`src/pkg/sid_pkg.sv`:
```
// Constants, carriers and the checksum function of the sensor id readout.
// Assumes one 100 MHz clock domain; bus pins are synchronised in the top.
// Behaviour
// - Identity needs two writes, 0x367c then 0xe102.
// - Identity read returns six words, measurement read two, each with checksum.
// - Product first, then serial, high byte first.
// - Product is 32 bits, low byte is revision.
// - Serial is 64 bits, unique per unit.
// - Checksum covers only the preceding two bytes.
// - Polynomial 0x31, init 0xff, no reflection.
// - Flow sent as signed 16-bit integer.
// - Flow codes clamped to plus/minus 32500.
// - Temperature signed 16-bit; host divides by 200.
// - Host nack plus stop ends read early.
// - Commands refused while measurement is running.
`default_nettype none
package sid_pkg;
	// Command codes of the identity sequence
	localparam logic [15:0] CMD_ID_FIRST = 16'h367c;
	localparam logic [15:0] CMD_ID_SECOND = 16'he102;
	// Checksum definition
	localparam logic [7:0] CRC_POLY = 8'h31;
	localparam logic [7:0] CRC_INIT = 8'hff;
	localparam logic [7:0] CRC_XOROUT = 8'h00;
	// Flow output limits
	localparam logic signed [15:0] FLOW_MAX = 16'sh7ef4;
	localparam logic signed [15:0] FLOW_MIN = -16'sh7ef4;
	// Words per read and counts
	localparam logic [2:0] ID_WORDS = 3'h6;
	localparam logic [2:0] MEAS_WORDS = 3'h2;
	localparam logic [3:0] BITS_PER_BYTE = 4'h8;
	localparam logic [1:0] CRC_POS = 2'h2;
	// Filler byte past the end of the word list
	localparam logic [7:0] FILL_BYTE = 8'hff;

	// Measurement results from the sensing core
	typedef struct packed {
		logic signed [15:0] flow;
		logic signed [15:0] temp;
	} sid_meas_s;

	// Bus target states, one-hot
	typedef enum logic [6:0] {
		ST_IDLE = 7'h01,
		ST_ADDR = 7'h02,
		ST_AACK = 7'h04,
		ST_RX = 7'h08,
		ST_WACK = 7'h10,
		ST_TX = 7'h20,
		ST_MACK = 7'h40
	} sid_state_e;

	// Checksum over one 16-bit word, high bit first
	function automatic logic [7:0] sid_crc8(input logic [15:0] data);
		logic [7:0] crc;
		crc = CRC_INIT;
		for (int i = 15; i >= 0; i--) begin
			if (crc[7] ^ data[i]) begin
				crc = {crc[6:0], 1'b0} ^ CRC_POLY;
			end else begin
				crc = {crc[6:0], 1'b0};
			end
		end
		return crc ^ CRC_XOROUT;
	endfunction
endpackage
`default_nettype wire

```
`src/verilog/sid_readout.sv`:
```
// Bus target of the flow sensor: identity readout, measurement words, checksums.
// Assumes an open-drain data line resolved outside and a measurement core on clk_in.
`default_nettype none
module sid_readout #(
	parameter logic [6:0] DEV_ADDR = 7'h10,
	// Arbitrary value; low byte is the revision
	parameter logic [31:0] PRODUCT_ID = 32'h0a0b0c01
) (
	// Clock and reset
	input wire logic clk_in,
	input wire logic rstn_in,
	// Bus pins
	input wire logic scl_in,
	input wire logic sda_in,
	output logic sda_out,
	output logic sda_oen_out,
	// Sensing core
	input wire sid_pkg::sid_meas_s meas_in,
	input wire logic meas_active_in,
	input wire logic [63:0] serial_in,
	// Status
	output logic id_ready_out
);
	// Address range check: reserved addresses cannot be served
	if (DEV_ADDR < 7'h08 || DEV_ADDR > 7'h77) begin : g_chk
		$error("DEV_ADDR lies in a reserved range");
	end

	// Reset release synchroniser
	logic rst_s1_ff, rst_n;
	always_ff @(posedge clk_in or negedge rstn_in) begin
		if (!rstn_in) begin
			rst_s1_ff <= 1'b0;
			rst_n <= 1'b0;
		end else begin
			rst_s1_ff <= 1'b1;
			rst_n <= rst_s1_ff;
		end
	end

	// Pin synchronisers plus one delayed copy for edges
	logic scl_s1_ff, scl_s2_ff, scl_d_ff;
	logic sda_s1_ff, sda_s2_ff, sda_d_ff;
	always_ff @(posedge clk_in or negedge rst_n) begin
		if (!rst_n) begin
			scl_s1_ff <= 1'b1;
			scl_s2_ff <= 1'b1;
			scl_d_ff <= 1'b1;
			sda_s1_ff <= 1'b1;
			sda_s2_ff <= 1'b1;
			sda_d_ff <= 1'b1;
		end else begin
			scl_s1_ff <= scl_in;
			scl_s2_ff <= scl_s1_ff;
			scl_d_ff <= scl_s2_ff;
			sda_s1_ff <= sda_in;
			sda_s2_ff <= sda_s1_ff;
			sda_d_ff <= sda_s2_ff;
		end
	end

	// Bus events on the synchronised copies
	logic rise, fall, start, stop;
	assign rise = scl_s2_ff & ~scl_d_ff;
	assign fall = ~scl_s2_ff & scl_d_ff;
	assign start = scl_s2_ff & scl_d_ff & sda_d_ff & ~sda_s2_ff;
	assign stop = scl_s2_ff & scl_d_ff & ~sda_d_ff & sda_s2_ff;

	// Target state
	sid_pkg::sid_state_e st_ff, nxt_st;
	logic [7:0] sh_ff, nxt_sh; // Receive shifter
	logic [7:0] tx_ff, nxt_tx; // Transmit shifter
	logic [3:0] cnt_ff, nxt_cnt; // Bits in this byte
	logic oen_ff, nxt_oen; // Low pulls the data line
	logic rw_ff, nxt_rw; // Read header seen
	logic [7:0] hi_ff, nxt_hi; // First command byte
	logic wb_ff, nxt_wb; // Second command byte due
	logic stage_ff, nxt_stage; // First id command taken
	logic rdy_ff, nxt_rdy; // Identity read armed
	logic msel_ff, nxt_msel; // This read returns measurements
	logic [1:0] pos_ff, nxt_pos; // Byte within word
	logic [2:0] word_ff, nxt_word; // Word index
	logic acked_ff, nxt_acked; // Host acked last byte

	// Flow clamp keeps codes inside the output limit
	logic signed [15:0] flow_cl;
	always_comb begin
		if (meas_in.flow > sid_pkg::FLOW_MAX) begin
			flow_cl = sid_pkg::FLOW_MAX;
		end else if (meas_in.flow < sid_pkg::FLOW_MIN) begin
			flow_cl = sid_pkg::FLOW_MIN;
		end else begin
			flow_cl = meas_in.flow;
		end
	end

	// Word selected for the current read position
	logic [15:0] wd;
	logic [2:0] nwords;
	always_comb begin
		wd = 16'h0000;
		nwords = msel_ff ? sid_pkg::MEAS_WORDS : sid_pkg::ID_WORDS;
		if (msel_ff) begin
			case (word_ff)
				3'h0: wd = flow_cl;
				3'h1: wd = meas_in.temp;
				default: wd = 16'h0000;
			endcase
		end else begin
			case (word_ff)
				3'h0: wd = PRODUCT_ID[31:16];
				3'h1: wd = PRODUCT_ID[15:0];
				3'h2: wd = serial_in[63:48];
				3'h3: wd = serial_in[47:32];
				3'h4: wd = serial_in[31:16];
				3'h5: wd = serial_in[15:0];
				default: wd = 16'h0000;
			endcase
		end
	end

	// Byte to send; checksum only over this word's two bytes
	logic [7:0] tx_byte;
	always_comb begin
		if (word_ff >= nwords) begin
			tx_byte = sid_pkg::FILL_BYTE; // Past the end
		end else if (pos_ff == sid_pkg::CRC_POS) begin
			tx_byte = sid_pkg::sid_crc8(wd);
		end else if (pos_ff == 2'h0) begin
			tx_byte = wd[15:8];
		end else begin
			tx_byte = wd[7:0];
		end
	end

	// Something to read: identity armed or measurement running
	logic avail;
	assign avail = meas_active_in | rdy_ff;

	// Next-state logic of the bus target
	always_comb begin
		nxt_st = st_ff;
		nxt_sh = sh_ff;
		nxt_tx = tx_ff;
		nxt_cnt = cnt_ff;
		nxt_oen = oen_ff;
		nxt_rw = rw_ff;
		nxt_hi = hi_ff;
		nxt_wb = wb_ff;
		nxt_stage = stage_ff;
		nxt_rdy = rdy_ff;
		nxt_msel = msel_ff;
		nxt_pos = pos_ff;
		nxt_word = word_ff;
		nxt_acked = acked_ff;
		if (stop) begin
			// Stop ends any transfer and frees the line
			nxt_st = sid_pkg::ST_IDLE;
			nxt_oen = 1'b1;
		end else if (start) begin
			// Start or repeated start restarts address phase
			nxt_st = sid_pkg::ST_ADDR;
			nxt_cnt = 4'h0;
			nxt_oen = 1'b1;
			nxt_wb = 1'b0;
		end else begin
			case (st_ff)
				sid_pkg::ST_IDLE: begin
					nxt_oen = 1'b1;
				end
				sid_pkg::ST_ADDR: begin
					if (rise) begin
						nxt_sh = {sh_ff[6:0], sda_s2_ff};
						nxt_cnt = cnt_ff + 4'h1;
					end else if (fall && cnt_ff == sid_pkg::BITS_PER_BYTE) begin
						// Read header is nacked with nothing to return
						if (sh_ff[7:1] == DEV_ADDR && (!sh_ff[0] || avail)) begin
							nxt_st = sid_pkg::ST_AACK;
							nxt_oen = 1'b0;
							nxt_rw = sh_ff[0];
							nxt_msel = meas_active_in;
							nxt_pos = 2'h0;
							nxt_word = 3'h0;
						end else begin
							nxt_st = sid_pkg::ST_IDLE;
						end
					end
				end
				sid_pkg::ST_AACK: begin
					if (fall) begin
						nxt_cnt = 4'h0;
						if (rw_ff) begin
							nxt_st = sid_pkg::ST_TX;
							nxt_tx = tx_byte;
							nxt_oen = tx_byte[7];
						end else begin
							nxt_st = sid_pkg::ST_RX;
							nxt_oen = 1'b1;
						end
					end
				end
				sid_pkg::ST_RX: begin
					if (rise) begin
						nxt_sh = {sh_ff[6:0], sda_s2_ff};
						nxt_cnt = cnt_ff + 4'h1;
					end else if (fall && cnt_ff == sid_pkg::BITS_PER_BYTE) begin
						if (meas_active_in) begin
							// Busy measuring: command bytes are nacked
							nxt_st = sid_pkg::ST_IDLE;
						end else begin
							nxt_st = sid_pkg::ST_WACK;
							nxt_oen = 1'b0;
							nxt_wb = ~wb_ff;
							if (!wb_ff) begin
								nxt_hi = sh_ff;
							end else if ({hi_ff, sh_ff} == sid_pkg::CMD_ID_FIRST) begin
								nxt_stage = 1'b1;
								nxt_rdy = 1'b0;
							end else if ({hi_ff, sh_ff} == sid_pkg::CMD_ID_SECOND && stage_ff) begin
								nxt_stage = 1'b0;
								nxt_rdy = 1'b1;
							end else begin
								// Any other command breaks the sequence
								nxt_stage = 1'b0;
								nxt_rdy = 1'b0;
							end
						end
					end
				end
				sid_pkg::ST_WACK: begin
					if (fall) begin
						nxt_st = sid_pkg::ST_RX;
						nxt_cnt = 4'h0;
						nxt_oen = 1'b1;
					end
				end
				sid_pkg::ST_TX: begin
					if (rise) begin
						nxt_cnt = cnt_ff + 4'h1;
					end else if (fall) begin
						if (cnt_ff == sid_pkg::BITS_PER_BYTE) begin
							nxt_st = sid_pkg::ST_MACK;
							nxt_oen = 1'b1;
							nxt_acked = 1'b0;
						end else begin
							nxt_tx = {tx_ff[6:0], 1'b0};
							nxt_oen = tx_ff[6];
						end
					end
				end
				sid_pkg::ST_MACK: begin
					if (rise) begin
						if (sda_s2_ff) begin
							// Host nack: give the line back and wait for stop
							nxt_st = sid_pkg::ST_IDLE;
						end else begin
							nxt_acked = 1'b1;
							if (pos_ff == sid_pkg::CRC_POS) begin
								nxt_pos = 2'h0;
								nxt_word = (word_ff >= nwords) ? word_ff : word_ff + 3'h1;
							end else begin
								nxt_pos = pos_ff + 2'h1;
							end
						end
					end else if (fall && acked_ff) begin
						nxt_st = sid_pkg::ST_TX;
						nxt_cnt = 4'h0;
						nxt_tx = tx_byte;
						nxt_oen = tx_byte[7];
					end
				end
				default: begin
					nxt_st = sid_pkg::ST_IDLE;
					nxt_oen = 1'b1;
				end
			endcase
		end
	end

	// Registers of the bus target
	always_ff @(posedge clk_in or negedge rst_n) begin
		if (!rst_n) begin
			st_ff <= sid_pkg::ST_IDLE;
			sh_ff <= 8'h00;
			tx_ff <= 8'h00;
			cnt_ff <= 4'h0;
			oen_ff <= 1'b1;
			rw_ff <= 1'b0;
			hi_ff <= 8'h00;
			wb_ff <= 1'b0;
			stage_ff <= 1'b0;
			rdy_ff <= 1'b0;
			msel_ff <= 1'b0;
			pos_ff <= 2'h0;
			word_ff <= 3'h0;
			acked_ff <= 1'b0;
		end else begin
			st_ff <= nxt_st;
			sh_ff <= nxt_sh;
			tx_ff <= nxt_tx;
			cnt_ff <= nxt_cnt;
			oen_ff <= nxt_oen;
			rw_ff <= nxt_rw;
			hi_ff <= nxt_hi;
			wb_ff <= nxt_wb;
			stage_ff <= nxt_stage;
			rdy_ff <= nxt_rdy;
			msel_ff <= nxt_msel;
			pos_ff <= nxt_pos;
			word_ff <= nxt_word;
			acked_ff <= nxt_acked;
		end
	end

	// Open drain: only ever pulls low
	assign sda_out = 1'b0;
	assign sda_oen_out = oen_ff;
	assign id_ready_out = rdy_ff;

	logic ld;
	assign ld = fall & ((st_ff == sid_pkg::ST_AACK & rw_ff) | (st_ff == sid_pkg::ST_MACK & acked_ff));
endmodule
`default_nettype wire

```
`config.mk`:
```
export PLATFORM = sky130hd
export DESIGN_NAME = sid_readout
export DESIGN_NICKNAME = d
export VERILOG_FILES = /design/src/pkg/sid_pkg.sv /design/src/verilog/sid_readout.sv
export SDC_FILE = /design/constraint.sdc
export NUM_CORES = 1
export LEC_CHECK = 0
export BUFFER_PORTS_ARGS = -buffer_cell sky130_fd_sc_hd__buf_4
export CAP_MARGIN = 20
export CORE_MARGIN = 2
export CORE_UTILIZATION = 50
export DETAILED_ROUTE_END_ITERATION = 7
export PLACE_DENSITY = 0.84
export REMOVE_ABC_BUFFERS = 1
export SYNTH_ARGS = -nofsm -noshare
export SYNTH_HDL_FRONTEND = slang
export SYNTH_SLANG_ARGS = --single-unit
export TNS_END_PERCENT = 5
```
`constraint.sdc`:
```
create_clock -name clk_in -period 1.7 [get_ports clk_in]
set_input_delay 0.255 -clock clk_in [delete_from_list [all_inputs] [get_ports clk_in]]
set_output_delay 0.255 -clock clk_in [all_outputs]
set_load 0.05 [all_outputs]
```
; After elaboration in Yosys (flattened, before gate mapping)
; Index checks and enable logic that the tools add are counted.
[classes]
addsub = 3
multipliers = 0
div = 0
magnitude_cmp = 3
n_eq_ne = 54
shifts = 0
muxes = 133
bitwise_logic = 47
reduce_logical = 29
[op_table]
columns = op, count
row1 = two-way mux 8 bit, 33
row2 = two-way mux 7 bit, 21
row3 = two-way mux 6 bit, 17
row4 = case mux 16 bit (6 select lines), 1
row5 = != test 4 bit (second input constant), 13
row6 = case mux 7 bit (7 select lines), 1
row7 = two-way mux 16 bit, 3
row8 = inverter 3 bit, 15
row9 = case mux 16 bit (2 select lines), 1
row10 = != test 2 bit (second input constant), 15
row11 = two-way mux 1 bit, 29
row12 = two-way mux 3 bit, 9
row13 = AND reduction 12 bit, 2
row14 = case mux 7 bit (3 select lines), 1
row15 = two-way mux 4 bit, 5
row16 = AND reduction 10 bit, 2
row17 = equality test 16 x 14 -> 1 bit (second input constant), 1
row18 = equality test 16 bit (second input constant), 1
row19 = > comparator 16 bit (second input constant), 1
row20 = less-than comparator 16 bit (second input constant), 1
row21 = AND reduction 8 bit, 2
row22 = XOR 1 bit, 15
row23 = equality test 7 x 5 -> 1 bit (second input constant), 2
row24 = AND reduction 7 bit, 2
row25 = 42 further kinds, 76
[totals]
reg_bits = 54
latchBits = 0
ram_bits = 0
romBits = 0
in_bits = 101
output_inout_bits = 3
wordCells = 291
mem_count = 0

; Logic depth before layout (Yosys ltp)
; Gate-level depths: netlist (run 1).
[logic_depth]
word_depth = 73
depth_mapped = 16
depth_no_buf = 14

; Least setup slack after synthesis (run 1)
; No wires, ideal clock.
[synth_path]
path_type = input port to flip-flop
from = in meas_in[28] in the netlist's numbering
to = reg oen_ff (netlist: sda_oen_out)
setup_time_ps = 86
arrival_time_ps = 3366
t_required_ps = 1614
setup_slack_ps = -1752
path_stages = 13
path_buffers = 0
path_cell_list = or4_1 > o41ai_1 > ha_1 > nand3b_1 > a21oi_1 > xnor2_1 > o32ai_2 > xnor2_2 > xnor2_1 > xnor3_2 > xnor2_1 > a21oi_1 > o31ai_2
[synth_between]
elab_chain_len = 59
elab_cells_between_ends = 84
cone_classes = 2 x order compare / 58 x mux / 24 x bitwise
[synth_rtl]
columns = item, line_no
row1 = "start, declared", sid_readout.sv:18  ; input wire sid_pkg::sid_meas_s meas_in,
row2 = less-than comparator 16 bit, sid_readout.sv:90  ; end else if (meas_in.flow < sid_pkg::FLOW_MIN) begin
row3 = two-way mux 16 bit, sid_readout.sv:90
row4 = two-way mux 16 bit *, sid_readout.sv:88  ; if (meas_in.flow > sid_pkg::FLOW_MAX) begin
row5 = case mux 16 bit (2 select lines) *, sid_readout.sv:104  ; case (word_ff)
row6 = two-way mux 16 bit *, sid_readout.sv:103  ; if (msel_ff) begin
row7 = two-way mux 6 bit, sid_pkg.sv:58  ; if (crc[7] ^ data[i]) begin
row8 = two-way mux 8 bit, sid_readout.sv:127  ; end else if (pos_ff == sid_pkg::CRC_POS) begin
row9 = two-way mux 8 bit, sid_readout.sv:125  ; if (word_ff >= nwords) begin
row10 = [... 43 more ...], -
row11 = two-way mux 8 bit, sid_readout.sv:125
row12 = two-way mux 8 bit *, sid_readout.sv:127
row13 = two-way mux 8 bit *, sid_readout.sv:125
row14 = "two-way mux 1 bit, on equally long branches", "sid_readout.sv:265, sid_readout.sv:192"
row15 = "two-way mux 1 bit, on equally long branches", "sid_readout.sv:252, sid_readout.sv:190"
row16 = case mux 1 bit (6 select lines) *, sid_readout.sv:167  ; case (st_ff)
row17 = two-way mux 1 bit *, sid_readout.sv:160  ; end else if (start) begin
row18 = two-way mux 1 bit *, sid_readout.sv:156  ; if (stop) begin
row19 = "end signal, assigned", sid_readout.sv:302  ; oen_ff <= nxt_oen;
row20 = "end, declared", sid_readout.sv:74  ; logic oen_ff, nxt_oen;
; Every way passes the cells marked *; elsewhere a longest branch is shown, timed or not. The select of a mux whose other input is x is not followed.
; A chain may end at the register's enable or synchronous reset.

; Worst setup path in the final report (run 1)
[layout_path]
from = reg word_ff[1]
to = reg tx_ff[4]
[layout_between]
elab_chain_len = 55
elab_cells_between_ends = 88
cone_classes = 1 x order compare / 5 x eq/ne / 57 x mux / 24 x bitwise / 1 x reduce/logical
[layout_rtl]
columns = item, line_no
row1 = "start, declared", sid_readout.sv:82  ; logic [2:0] word_ff, nxt_word;
row2 = "start signal, assigned", sid_readout.sv:310  ; word_ff <= nxt_word;
row3 = equality test 3 bit (tied with other cells), sid_readout.sv:110  ; case (word_ff)
row4 = case mux 16 bit (6 select lines) / case mux 16 bit (2 select lines) (equally long branches), "sid_readout.sv:110, sid_readout.sv:104"
row5 = two-way mux 16 bit, sid_readout.sv:103
row6 = two-way mux 6 bit, sid_pkg.sv:58
row7 = two-way mux 8 bit, sid_readout.sv:127
row8 = two-way mux 8 bit, sid_readout.sv:125
row9 = two-way mux 8 bit / two-way mux 6 bit (equally long branches), "sid_readout.sv:127, sid_pkg.sv:58"
row10 = "two-way mux 8 bit, on equally long branches", "sid_readout.sv:125, sid_readout.sv:127"
row11 = [... 39 more ...], -
row12 = two-way mux 8 bit, sid_readout.sv:125
row13 = inverter 3 bit (no source line), -
row14 = two-way mux 6 bit, sid_pkg.sv:58
row15 = two-way mux 8 bit, sid_readout.sv:127
row16 = two-way mux 8 bit *, sid_readout.sv:125
row17 = "two-way mux 7 bit, on equally long branches", "sid_readout.sv:265, sid_readout.sv:192"
row18 = "two-way mux 7 bit, on equally long branches", "sid_readout.sv:252, sid_readout.sv:190"
row19 = case mux 7 bit (3 select lines) *, sid_readout.sv:167
row20 = "end signal, assigned", sid_readout.sv:300  ; tx_ff <= nxt_tx;
row21 = "end, declared", sid_readout.sv:72  ; logic [7:0] tx_ff, nxt_tx;
; Marks and branches as above.

==> results.md, run 1 <==
- Outcome: finished with violations
- Failing checks: DRC, setup timing
- P_sw: 1.54 mW
- Slew headroom: about two thirds
- First-pass GRT wire length: 26200 µm
- Die W: 99.1 µm
- Synth Flop Type: dfrtp_1
- Clk_lat worst skew: about 0.31 ns
- Fin crit period: about 3.4 ns
- Num rows: 34
- Share of synthesized flip-flops with an asynchronous set or reset: 100%
- Unique masters post-synth: 83
- Lkg Pwr: 3.42 nW
- Ys Warns: 0
- CP Launch Type: flip-flop
- H-tree Lvls: 2
- Setup Viol. Count Final: 46
- Largest net degree at the start of global routing: 32
- Layout cell share with drive strength beyond 1: 51.3%
- Starting Density: 51.6%
- Most frequent cells in the layout: 282 x buf_4, 54 x nand2_1, 48 x nor2_1
- GR Util met2: 55.2%
- WL final: 17000 µm
- Via density: approximately 6.0
- Post-Syn Area: 0.00452 mm²
- CTS tree: done
- IO Pins: 104
- Critical path's slowest cell: dfrtp_2
- Buffers on Ports: between 100 and 150
- Clock tree sinks: 54
- Worst Setup End Kind: flip-flop
- FF+latch count, synth: 54
- Die Y: 99.1 µm
- Internal: 2.89 mW
- Max IR drop VDD: 0.000577 V
- Count of final hold-check violations: 0
- Reg power frac: 33.4%
- Comb power frac: 48.6%
- Remaining DRCs: 2
- Max-cap viol count: 0
- Syn-to-layout area delta: 59.0%
- Number of global-route vias before repair: 5358
- Post-synthesis sequential area ratio: about 30%
- Worst Tran Pin Value: 0.493 ns
- Clk pwr share: 17.9%
- Power Dens Cells: 615 mW/mm²
- GP Congestion: 1.02
- Die area: 0.00983 mm²
- Top cell type's share of synthesized area: between 20% and 30%
- WL/cell: 18.9 µm
- Delay-heaviest family, CP: compound AO/OA/AOI/OAI gates
- Busiest layer in global routing: met2
- Post-DP HPWL: 12800 µm
- Synth Instances: 525
- Cell Chain, Critical Path: inv_4 -> ha_4 -> buf_6 -> buf_4 -> a22o_1 -> a222oi_1 -> buf_4 -> o22a_1 -> o21ai_4 -> xor2_2 -> buf_4 -> xor2_2 -> buf_4 -> xnor2_2 -> xnor2_1 -> a21oi_1 -> o31a_1
- Met1 usage: between 40% and 50%
- Clk root buf: clkbuf_8
- F_max: 290 MHz
- Fin cells: 902
- Critical path type: reg2reg
- Worst-path fanout max: 4
- Bufs on Longest Clock Path: 2
- Commonest non-fill, non-tap cell in the layout: buf_4
- Post-synth EDFFs: 0
- Num CTS Buffers: 5
- Initial antenna violation count: 0
- Met3 Track Usage GR: 6.25%
- Most frequent CP cell: buf_4
- Overall Power: 4.43 mW
- RSZ-0062 raised after global routing: true
- CP Buf/Inv Count: 6
- Antenna Cells: 0
- Global route overflow: 0
- GR Util All Layers: between 30 and 40%
- Fin. max-slew vios: 0
- Synth area leaders: dfrtp_1 25%, mux2_2 5.2%, dfstp_2 4.6%, nand2_1 4.6%, nor2_1 4.3%
- Final cycle utilization of the critical path: 203%
- Nets: roughly 900
- WP data arrival: 3.65 ns
- Critical Path RT: around 1.9 ns
- Post-synth top area cell: dfrtp_1
- Worst min path class: in2reg
- Post-route cell area: 0.00719 mm²
- Clock Pin Slew Worst Setup and Hold Paths: 0.10 ns
- Clock Skews: 0.00487 ns
- Cell count after placement: 875
- Crit-path max cell delay: 0.47 ns
- Core area: 0.00876 mm²
- Detailed Route Iter0 Violations: roughly 520
- Setup ws final: -1.75 ns
- Antenna-violating nets left: 0
- Switching share of total power: between 30% and 40%
- DR pass1 iterations: 8
- Area after DPL: 0.00652 mm²
- Synth Area per Inst: ~8.6 µm²
- Total number of vias: 5418
[flip-flops by register name (all words and copies together) (netlist names), 2 cells and up]
| name | cells |
|---|---|
| hi_ff | 8 |
| st_ff | 7 |
| tx_ff | 7 |
| sh_ff | 8 |
| pos_ff | 2 |
| cnt_ff | 4 |
| word_ff | 3 |
[worst register-to-register path, cell delays in order, from the launching register on]
cell	delay, ns
dfrtp_2	0.47
inv_4	0.07
ha_4	0.17
buf_6	0.11
buf_4	0.13
a22o_1	0.20
a222oi_1	0.25
buf_4	0.20
o22a_1	0.19
o21ai_4	0.10
xor2_2	0.17
buf_4	0.16
xor2_2	0.18
buf_4	0.15
xnor2_2	0.14
xnor2_1	0.25
a21oi_1	0.11
o31a_1	0.28
[metrics by stage]
step / utilization, % / hold slack, ns / setup WS [ns] / setup TNS, ns
final: 82.1 / 0.0384 / -1.75 / -29.31
after global routing: 82.1 / 0.0279 / -1.77 / -34.27
after CTS: 78.7 / 0.0377 / -1.55 / -27.80
after detailed placement: 74.4 / 0.0393 / -2.03 / -36.29
after global placement: 74.4 / 0.0377 / -1.96 / -35.12
after floorplan: - / -0.0406 / -1.91 / -29.79
[final cells by class]
class                           instances  area, µm²
Sequential cell                        54       1370
Inverter                               16       62.6
Tap cell                              108        135
Clock buffer                            6       82.6
Clock inverter                          2       17.5
Fill cell                             515       1570
Timing Repair Buffer                  288       2180
Multi-Input combinational cell        428       3350
[layer usage]
| layer | up-vias | wire length, µm |
|---|---|---|
| li1 | 2457 | - |
| met1 | 2634 | 6980 |
| met2 | 294 | 8360 |
| met3 | 33 | 1430 |
| met4 | 0 | 272 |
| met5 | - | 0 |
[path summary, 6_finish.rpt]
| check | startpoint | end | slack (ns) | cells past startpoint |
|---|---|---|---|---|
| min in group asynchronous | rstn_in | rst_n$_DFF_PN0_ | 0.24 | 2 |
| setup / recovery | word_ff[1]$_DFFE_PN0P_ | tx_ff[4]$_DFFE_PN0P_ | -1.75 | 17 |
| setup reg to reg | word_ff[1]$_DFFE_PN0P_ | tx_ff[4]$_DFFE_PN0P_ | -1.75 | 17 |
| hold reg to reg | rst_n$_DFF_PN0_ | word_ff[0]$_DFFE_PN0P_ | 0.26 | 1 |
| max in group asynchronous | rst_n$_DFF_PN0_ | st_ff[0]$_DFFE_PN1P_ | 1.09 | 1 |
| hold / removal | sda_in | sda_s1_ff$_DFF_PN1_ | 0.04 | 1 |
[kinds of logic (layout without fill, tap and decap cells)]
kind of cell	Yosys count	after routing	synth area share [%]
simple gates	193	193	22.1
compound gates	163	163	25.4
flops	54	54	30.1
buf+inv	43	312	5.14
xor+xnor	39	39	9.18
mux	22	22	5.45
fa+ha+maj	9	9	2.49
other cells	2	2	0.166
[power groups by stage]
stage	sequential, mW	clock [mW]	combinational (mW)
CTS	1.48	0.802	1.87
floorplan	1.55	0	0.912
global placement	1.48	0	1.73
detailed placement	1.48	0	1.78
global route	1.49	0.849	2.28
finish	1.48	0.794	2.15
[repair_timing]
action / 4_1_cts / 5_1_grt
hold buffers: 1 / 0
endpoints found under the setup margin: 46 / 46
endpoints found under the hold margin: 2 / 0
pin swaps: 31 / 32
setup buffers: 9 / 12
gates resized for setup: 46 / 40
cloned: 0 / 0
[cells in the mapped netlist, types with 4 or more instances]
cell,instances
a211oi_1,5
a21o_1,6
a21oi_1,30
a221o_1,4
a221oi_1,4
a222oi_1,6
a22o_1,8
a22oi_1,13
a31oi_1,6
and3_1,5
buf_2,6
buf_4,5
buf_6,6
clkbuf_1,10
dfrtp_1,46
dfstp_2,8
ha_1,9
inv_1,15
mux2_2,21
nand2_1,55
nand2b_1,8
nand3_1,11
nand3b_1,6
nand4b_1,5
nor2_1,52
nor2b_1,8
nor3_1,8
o21a_1,4
o21ai_0,35
o21ai_1,6
o22ai_1,4
o31ai_1,4
or4_1,5
xnor2_1,20
xnor2_2,4
xor2_1,12
Note: power is estimated with default switching activity, not from simulation.
==> run 2: changes to the inputs <==
--- a/config.mk
+++ b/config.mk
@@ -5,6 +5,7 @@
 export SDC_FILE = /design/constraint.sdc
 export NUM_CORES = 1
 export LEC_CHECK = 0
+export ABC_AREA = 1
 export BUFFER_PORTS_ARGS = -buffer_cell sky130_fd_sc_hd__buf_4
 export CAP_MARGIN = 20
 export CORE_MARGIN = 2
==> results.md, run 2 <==
- Worst-path fanout max: 9 (+5)
- Lkg Pwr: 3.81 nW (+11%)
- Worst slack, placed: -1.67 ns (+0.363 ns)
- Buffers on Ports: 102 (unchanged)
- Detailed Route Iter0 Violations: 580 (+12%)
- Clk root buf: clkbuf_8
- Synth Instances: 700 (+33%)
- First-pass GRT wire length: 28000 µm (+6.8%)
- Unique masters post-synth: 53 (-36%)
- Bufs on Longest Clock Path: 2 (unchanged)
- Post-Syn Area: 0.00459 mm² (+1.5%)
- Worst reg2reg path endpoint: tx_ff[5]$_DFFE_PN0P_
- Setup ws final: -1.59 ns (+0.153 ns)
- Number of global-route vias before repair: 5973 (+11%)
- Clock Skews: 0.0105 ns (+0.00561 ns)
- DR pass1 iterations: 5 (-3)
- WHS Path Cells: 1 (unchanged)
- Layout cell share with drive strength beyond 1: 45.7% (-5.6 points)
- Antenna-violating nets left: 0 (unchanged)
- Max-cap viol count: 0 (unchanged)
- Most frequent cells in the layout: 252 x buf_4, 180 x nand2_1, 65 x inv_1
- Initial antenna violation count: 0 (unchanged)
- Fin. max-slew vios: 0 (unchanged)
- Fin crit period: 3.29 ns (-0.153 ns)
- Syn-to-layout area delta: 61.6%
- Remaining DRCs: 0 (-2)
- Setup Viol. Count Final: 46 (unchanged)
- Worst Setup End Kind: flip-flop
- CTS tree: done
- Count of final hold-check violations: 0 (unchanged)
- Register area: 0.00136 mm² (-0.18%)
- Post-synth EDFFs: 0 (unchanged)
- WL final: 19200 µm (+13%)
- Via density: 5.92 (-1.5%)
- Clock Pin Slew Worst Setup and Hold Paths: 0.10 ns (about the same)
- Largest family of logic cells by synthesized area: simple AND/OR/NAND/NOR gates
- Num CTS Buffers: 5 (unchanged)
- Die W: 99.9 µm (+0.74%)
- H-tree Lvls: 2 (unchanged)
- Failing checks: setup timing
- R2R Setup Slk: -1.59 ns (+0.15 ns)
- Area of the multi-input gates: 0.00333 mm² (-0.45%)
- Largest net degree at the start of global routing: 37 (+16%)
- GR Util All Layers: 34.7% (+1.4 points)
- RSZ-0062 raised after global routing: true
- Nets: 1068 (+18%)
- F_max: 304 MHz (+4.7%)
- CP Launch Type: flip-flop
- Outcome: finished with violations
- Worst Tran Pin Value: 0.720 ns (+0.227 ns)
- Critical Path RT: 1.91 ns (about the same)
- Start of the worst register-to-register path: word_ff[0]$_DFFE_PN0P_
- WHS: 0.0473 ns (+0.00890 ns)
- Core area: 0.00881 mm² (+0.49%)
- Worst min path class: in2reg
- Share of synthesized flip-flops with an asynchronous set or reset: 100% (unchanged)
- Slew headroom: 51.5% (-15 points)
- FF+latch count, synth: 54 (unchanged)
- Delay-heaviest family, CP: simple AND/OR/NAND/NOR gates
- WP data arrival: 3.50 ns (-0.15 ns)
- Synth area leaders: dfrtp_1 25%, nand2_1 18%, inv_1 6.3%, nand3_1 6.2%, o21ai_0 4.9%
- Clock tree sinks: 54 (unchanged)
- Worst Hold End: scl_s1_ff$_DFF_PN1_
- Global route overflow: 0 (unchanged)
- Overall Power: 4.73 mW (+6.8%)
- # fillers: 506 (-1.7%)
- Die area: 0.00997 mm² (+1.5%)
- Ys Warns: 0 (unchanged)
- CP Buf/Inv Count: 1 (-5)
- Simple logic cell fraction of the synthesized area: 37.6% (+16 points)
- Top cell type's share of synthesized area: 25.1% (-0.39 points)
- Final TNS setup: -20.72 ns (+8.59 ns)
- Antenna Cells: 0 (unchanged)
- Post-synthesis sequential area ratio: 29.6% (-0.46 points)
- Max IR drop VDD: 0.000745 V (+29%)
- Min-delay src: scl_in
- Synth Area per Inst: 6.56 µm² (-24%)
- WL/cell: 18.0 µm (-4.8%)
- Synth cell count leaders: 224 x nand2_1, 77 x inv_1, 57 x nand3_1, 46 x dfrtp_1, 46 x nor2_1
- Synth Area in Compound Gates: 17.0% (-8.4 points)
- Num rows: 34 (unchanged)
- Mux contribution to synthesized area: 0.245% (-5.2 points)
- Crit-path max cell delay: 0.42 ns (-0.05 ns)
- R2R cell count: 22 (+5)
- Count leader, synth: nand2_1
- Die Y: 99.9 µm (+0.74%)
- Adder-cell share of the synthesized area: 2.45% (-0.038 points)
- Power Dens Cells: 637 mW/mm² (+3.5%)
- Final cycle utilization of the critical path: 194% (-9.0 points)
- Critical path's slowest cell: dfrtp_1
- GP Congestion: 1.01 (-1.3%)
- Post-DP HPWL: 12800 µm (+0.24%)
- Commonest non-fill, non-tap cell in the layout: buf_4
- Starting Density: 52.2% (+0.55 points)
- IO Pins: 104 (unchanged)
- XOR/XNOR Fraction of Synth Area: 2.94% (-6.2 points)
- Total number of vias: 6313 (+17%)
- Cell Chain, Critical Path: ha_2 -> ha_4 -> buf_4 -> nand2_1 -> nand4_1 -> or2_1 -> nand2_2 -> nand3_4 -> nand3_4 -> nand2_4 -> nand2_2 -> nand3b_1 -> nand2_2 -> nand2_4 -> nand2_2 -> nand2_1 -> nand2_2 -> nand3_1 -> nand3_2 -> nand2_1 -> nand2_1 -> nand2_1
- Largest registers: hi_ff x8, sh_ff x8
- Synth Flop Type: dfrtp_1
- Clk_lat worst skew: 0.31 ns (about the same)
- Critical path type: reg2reg
- Post-synth top area cell: dfrtp_1
run 2: cell count changes after synthesis, sizes merged, moves of 8 or more:
| cell | delta |
|---|---|
| nand4 | +15 |
| inv | +73 |
| mux2 | -20 |
| nand2b | -8 |
| o21ai | +9 |
| nand3 | +47 |
| xnor2 | -22 |
| nor2b | -10 |
| nor4 | +11 |
| nand2 | +188 |
| a21oi | -10 |
run 2: layout make-up:
cell class              count  share of cell area, %
clock buffers               6                  0.978
well taps                 108                   1.82
flip-flops and latches     54                   18.4
clock inverters             2                  0.185
inverters                  91                   5.16
repair buffers            268                   28.6
multi-input cells         538                   44.9
run 2: metal layers:
layer | global-route usage (%) | wire [µm]
met5 | 0 | 0
met4 | 11.3 | 1010
met3 | 5.57 | 1460
met2 | 58.9 | 9270
met1 | 45.5 | 7450
run 2: stage by stage:
step | std cells | area, µm² | utilization (%)
final | 1067 | 7420 | 84.3
after global routing | 1067 | 7420 | 84.3
after CTS | 1061 | 7030 | 79.8
after detailed placement | 1042 | 6560 | 74.5
after global placement | 1042 | 6560 | 74.5
after floorplan | 683 | 4490 | -
run 2: what timing repair did:
| action | 4_1_cts | 5_1_grt |
|---|---|---|
| gates resized for setup | 88 | 96 |
| setup endpoints to repair | 46 | 46 |
| hold buffers | 1 | 0 |
| endpoints found under the hold margin | 2 | 0 |
| pin swaps | 30 | 51 |
| buffers inserted | 10 | 6 |
run 2: cell families (layout without fill, tap and decap cells):
kind of cell | after synthesis | after routing
AOI/OAI and AO/OA | 122 | 122
xor gates and xnor gates | 12 | 12
adders and majority gates | 9 | 9
buffers and inverters | 108 | 367
DFF | 54 | 54
muxes | 1 | 1
other | 2 | 2
and+or+nand+nor | 392 | 392
run 2: worst reg2reg max path: stages, from the launching register on:
cell      delay (ns)
dfrtp_1         0.42
ha_2            0.22
ha_4            0.21
buf_4           0.17
nand2_1         0.06
nand4_1         0.19
or2_1           0.30
nand2_2         0.12
nand3_4         0.12
nand3_4         0.14
nand2_4         0.08
nand2_2         0.07
nand3b_1        0.18
nand2_2         0.17
nand2_4         0.08
nand2_2         0.08
nand2_1         0.06
nand2_2         0.08
nand3_1         0.13
nand3_2         0.11
nand2_1         0.05
nand2_1         0.10
nand2_1         0.06
run 2: worst max path at each step:
stage	depth (start not counted)	slack [ns]	start	end
floorplan	30	-1.21	meas_in[22]	tx_ff[0]$_DFFE_PN0P_
global placement	30	-1.53	meas_in[22]	tx_ff[6]$_DFFE_PN0P_
detailed placement	30	-1.67	meas_in[22]	tx_ff[5]$_DFFE_PN0P_
CTS	26	-1.31	word_ff[1]$_DFFE_PN0P_	tx_ff[5]$_DFFE_PN0P_
global route	25	-1.76	word_ff[0]$_DFFE_PN0P_	tx_ff[5]$_DFFE_PN0P_
finish	22	-1.59	word_ff[0]$_DFFE_PN0P_	tx_ff[5]$_DFFE_PN0P_
run 2: power breakdown:
part,internal [mW],switching (mW),leakage [nW]
sequential,1.39,0.0568,0.654
combinational,1.09,1.45,3.11
clock,0.295,0.446,0.0456
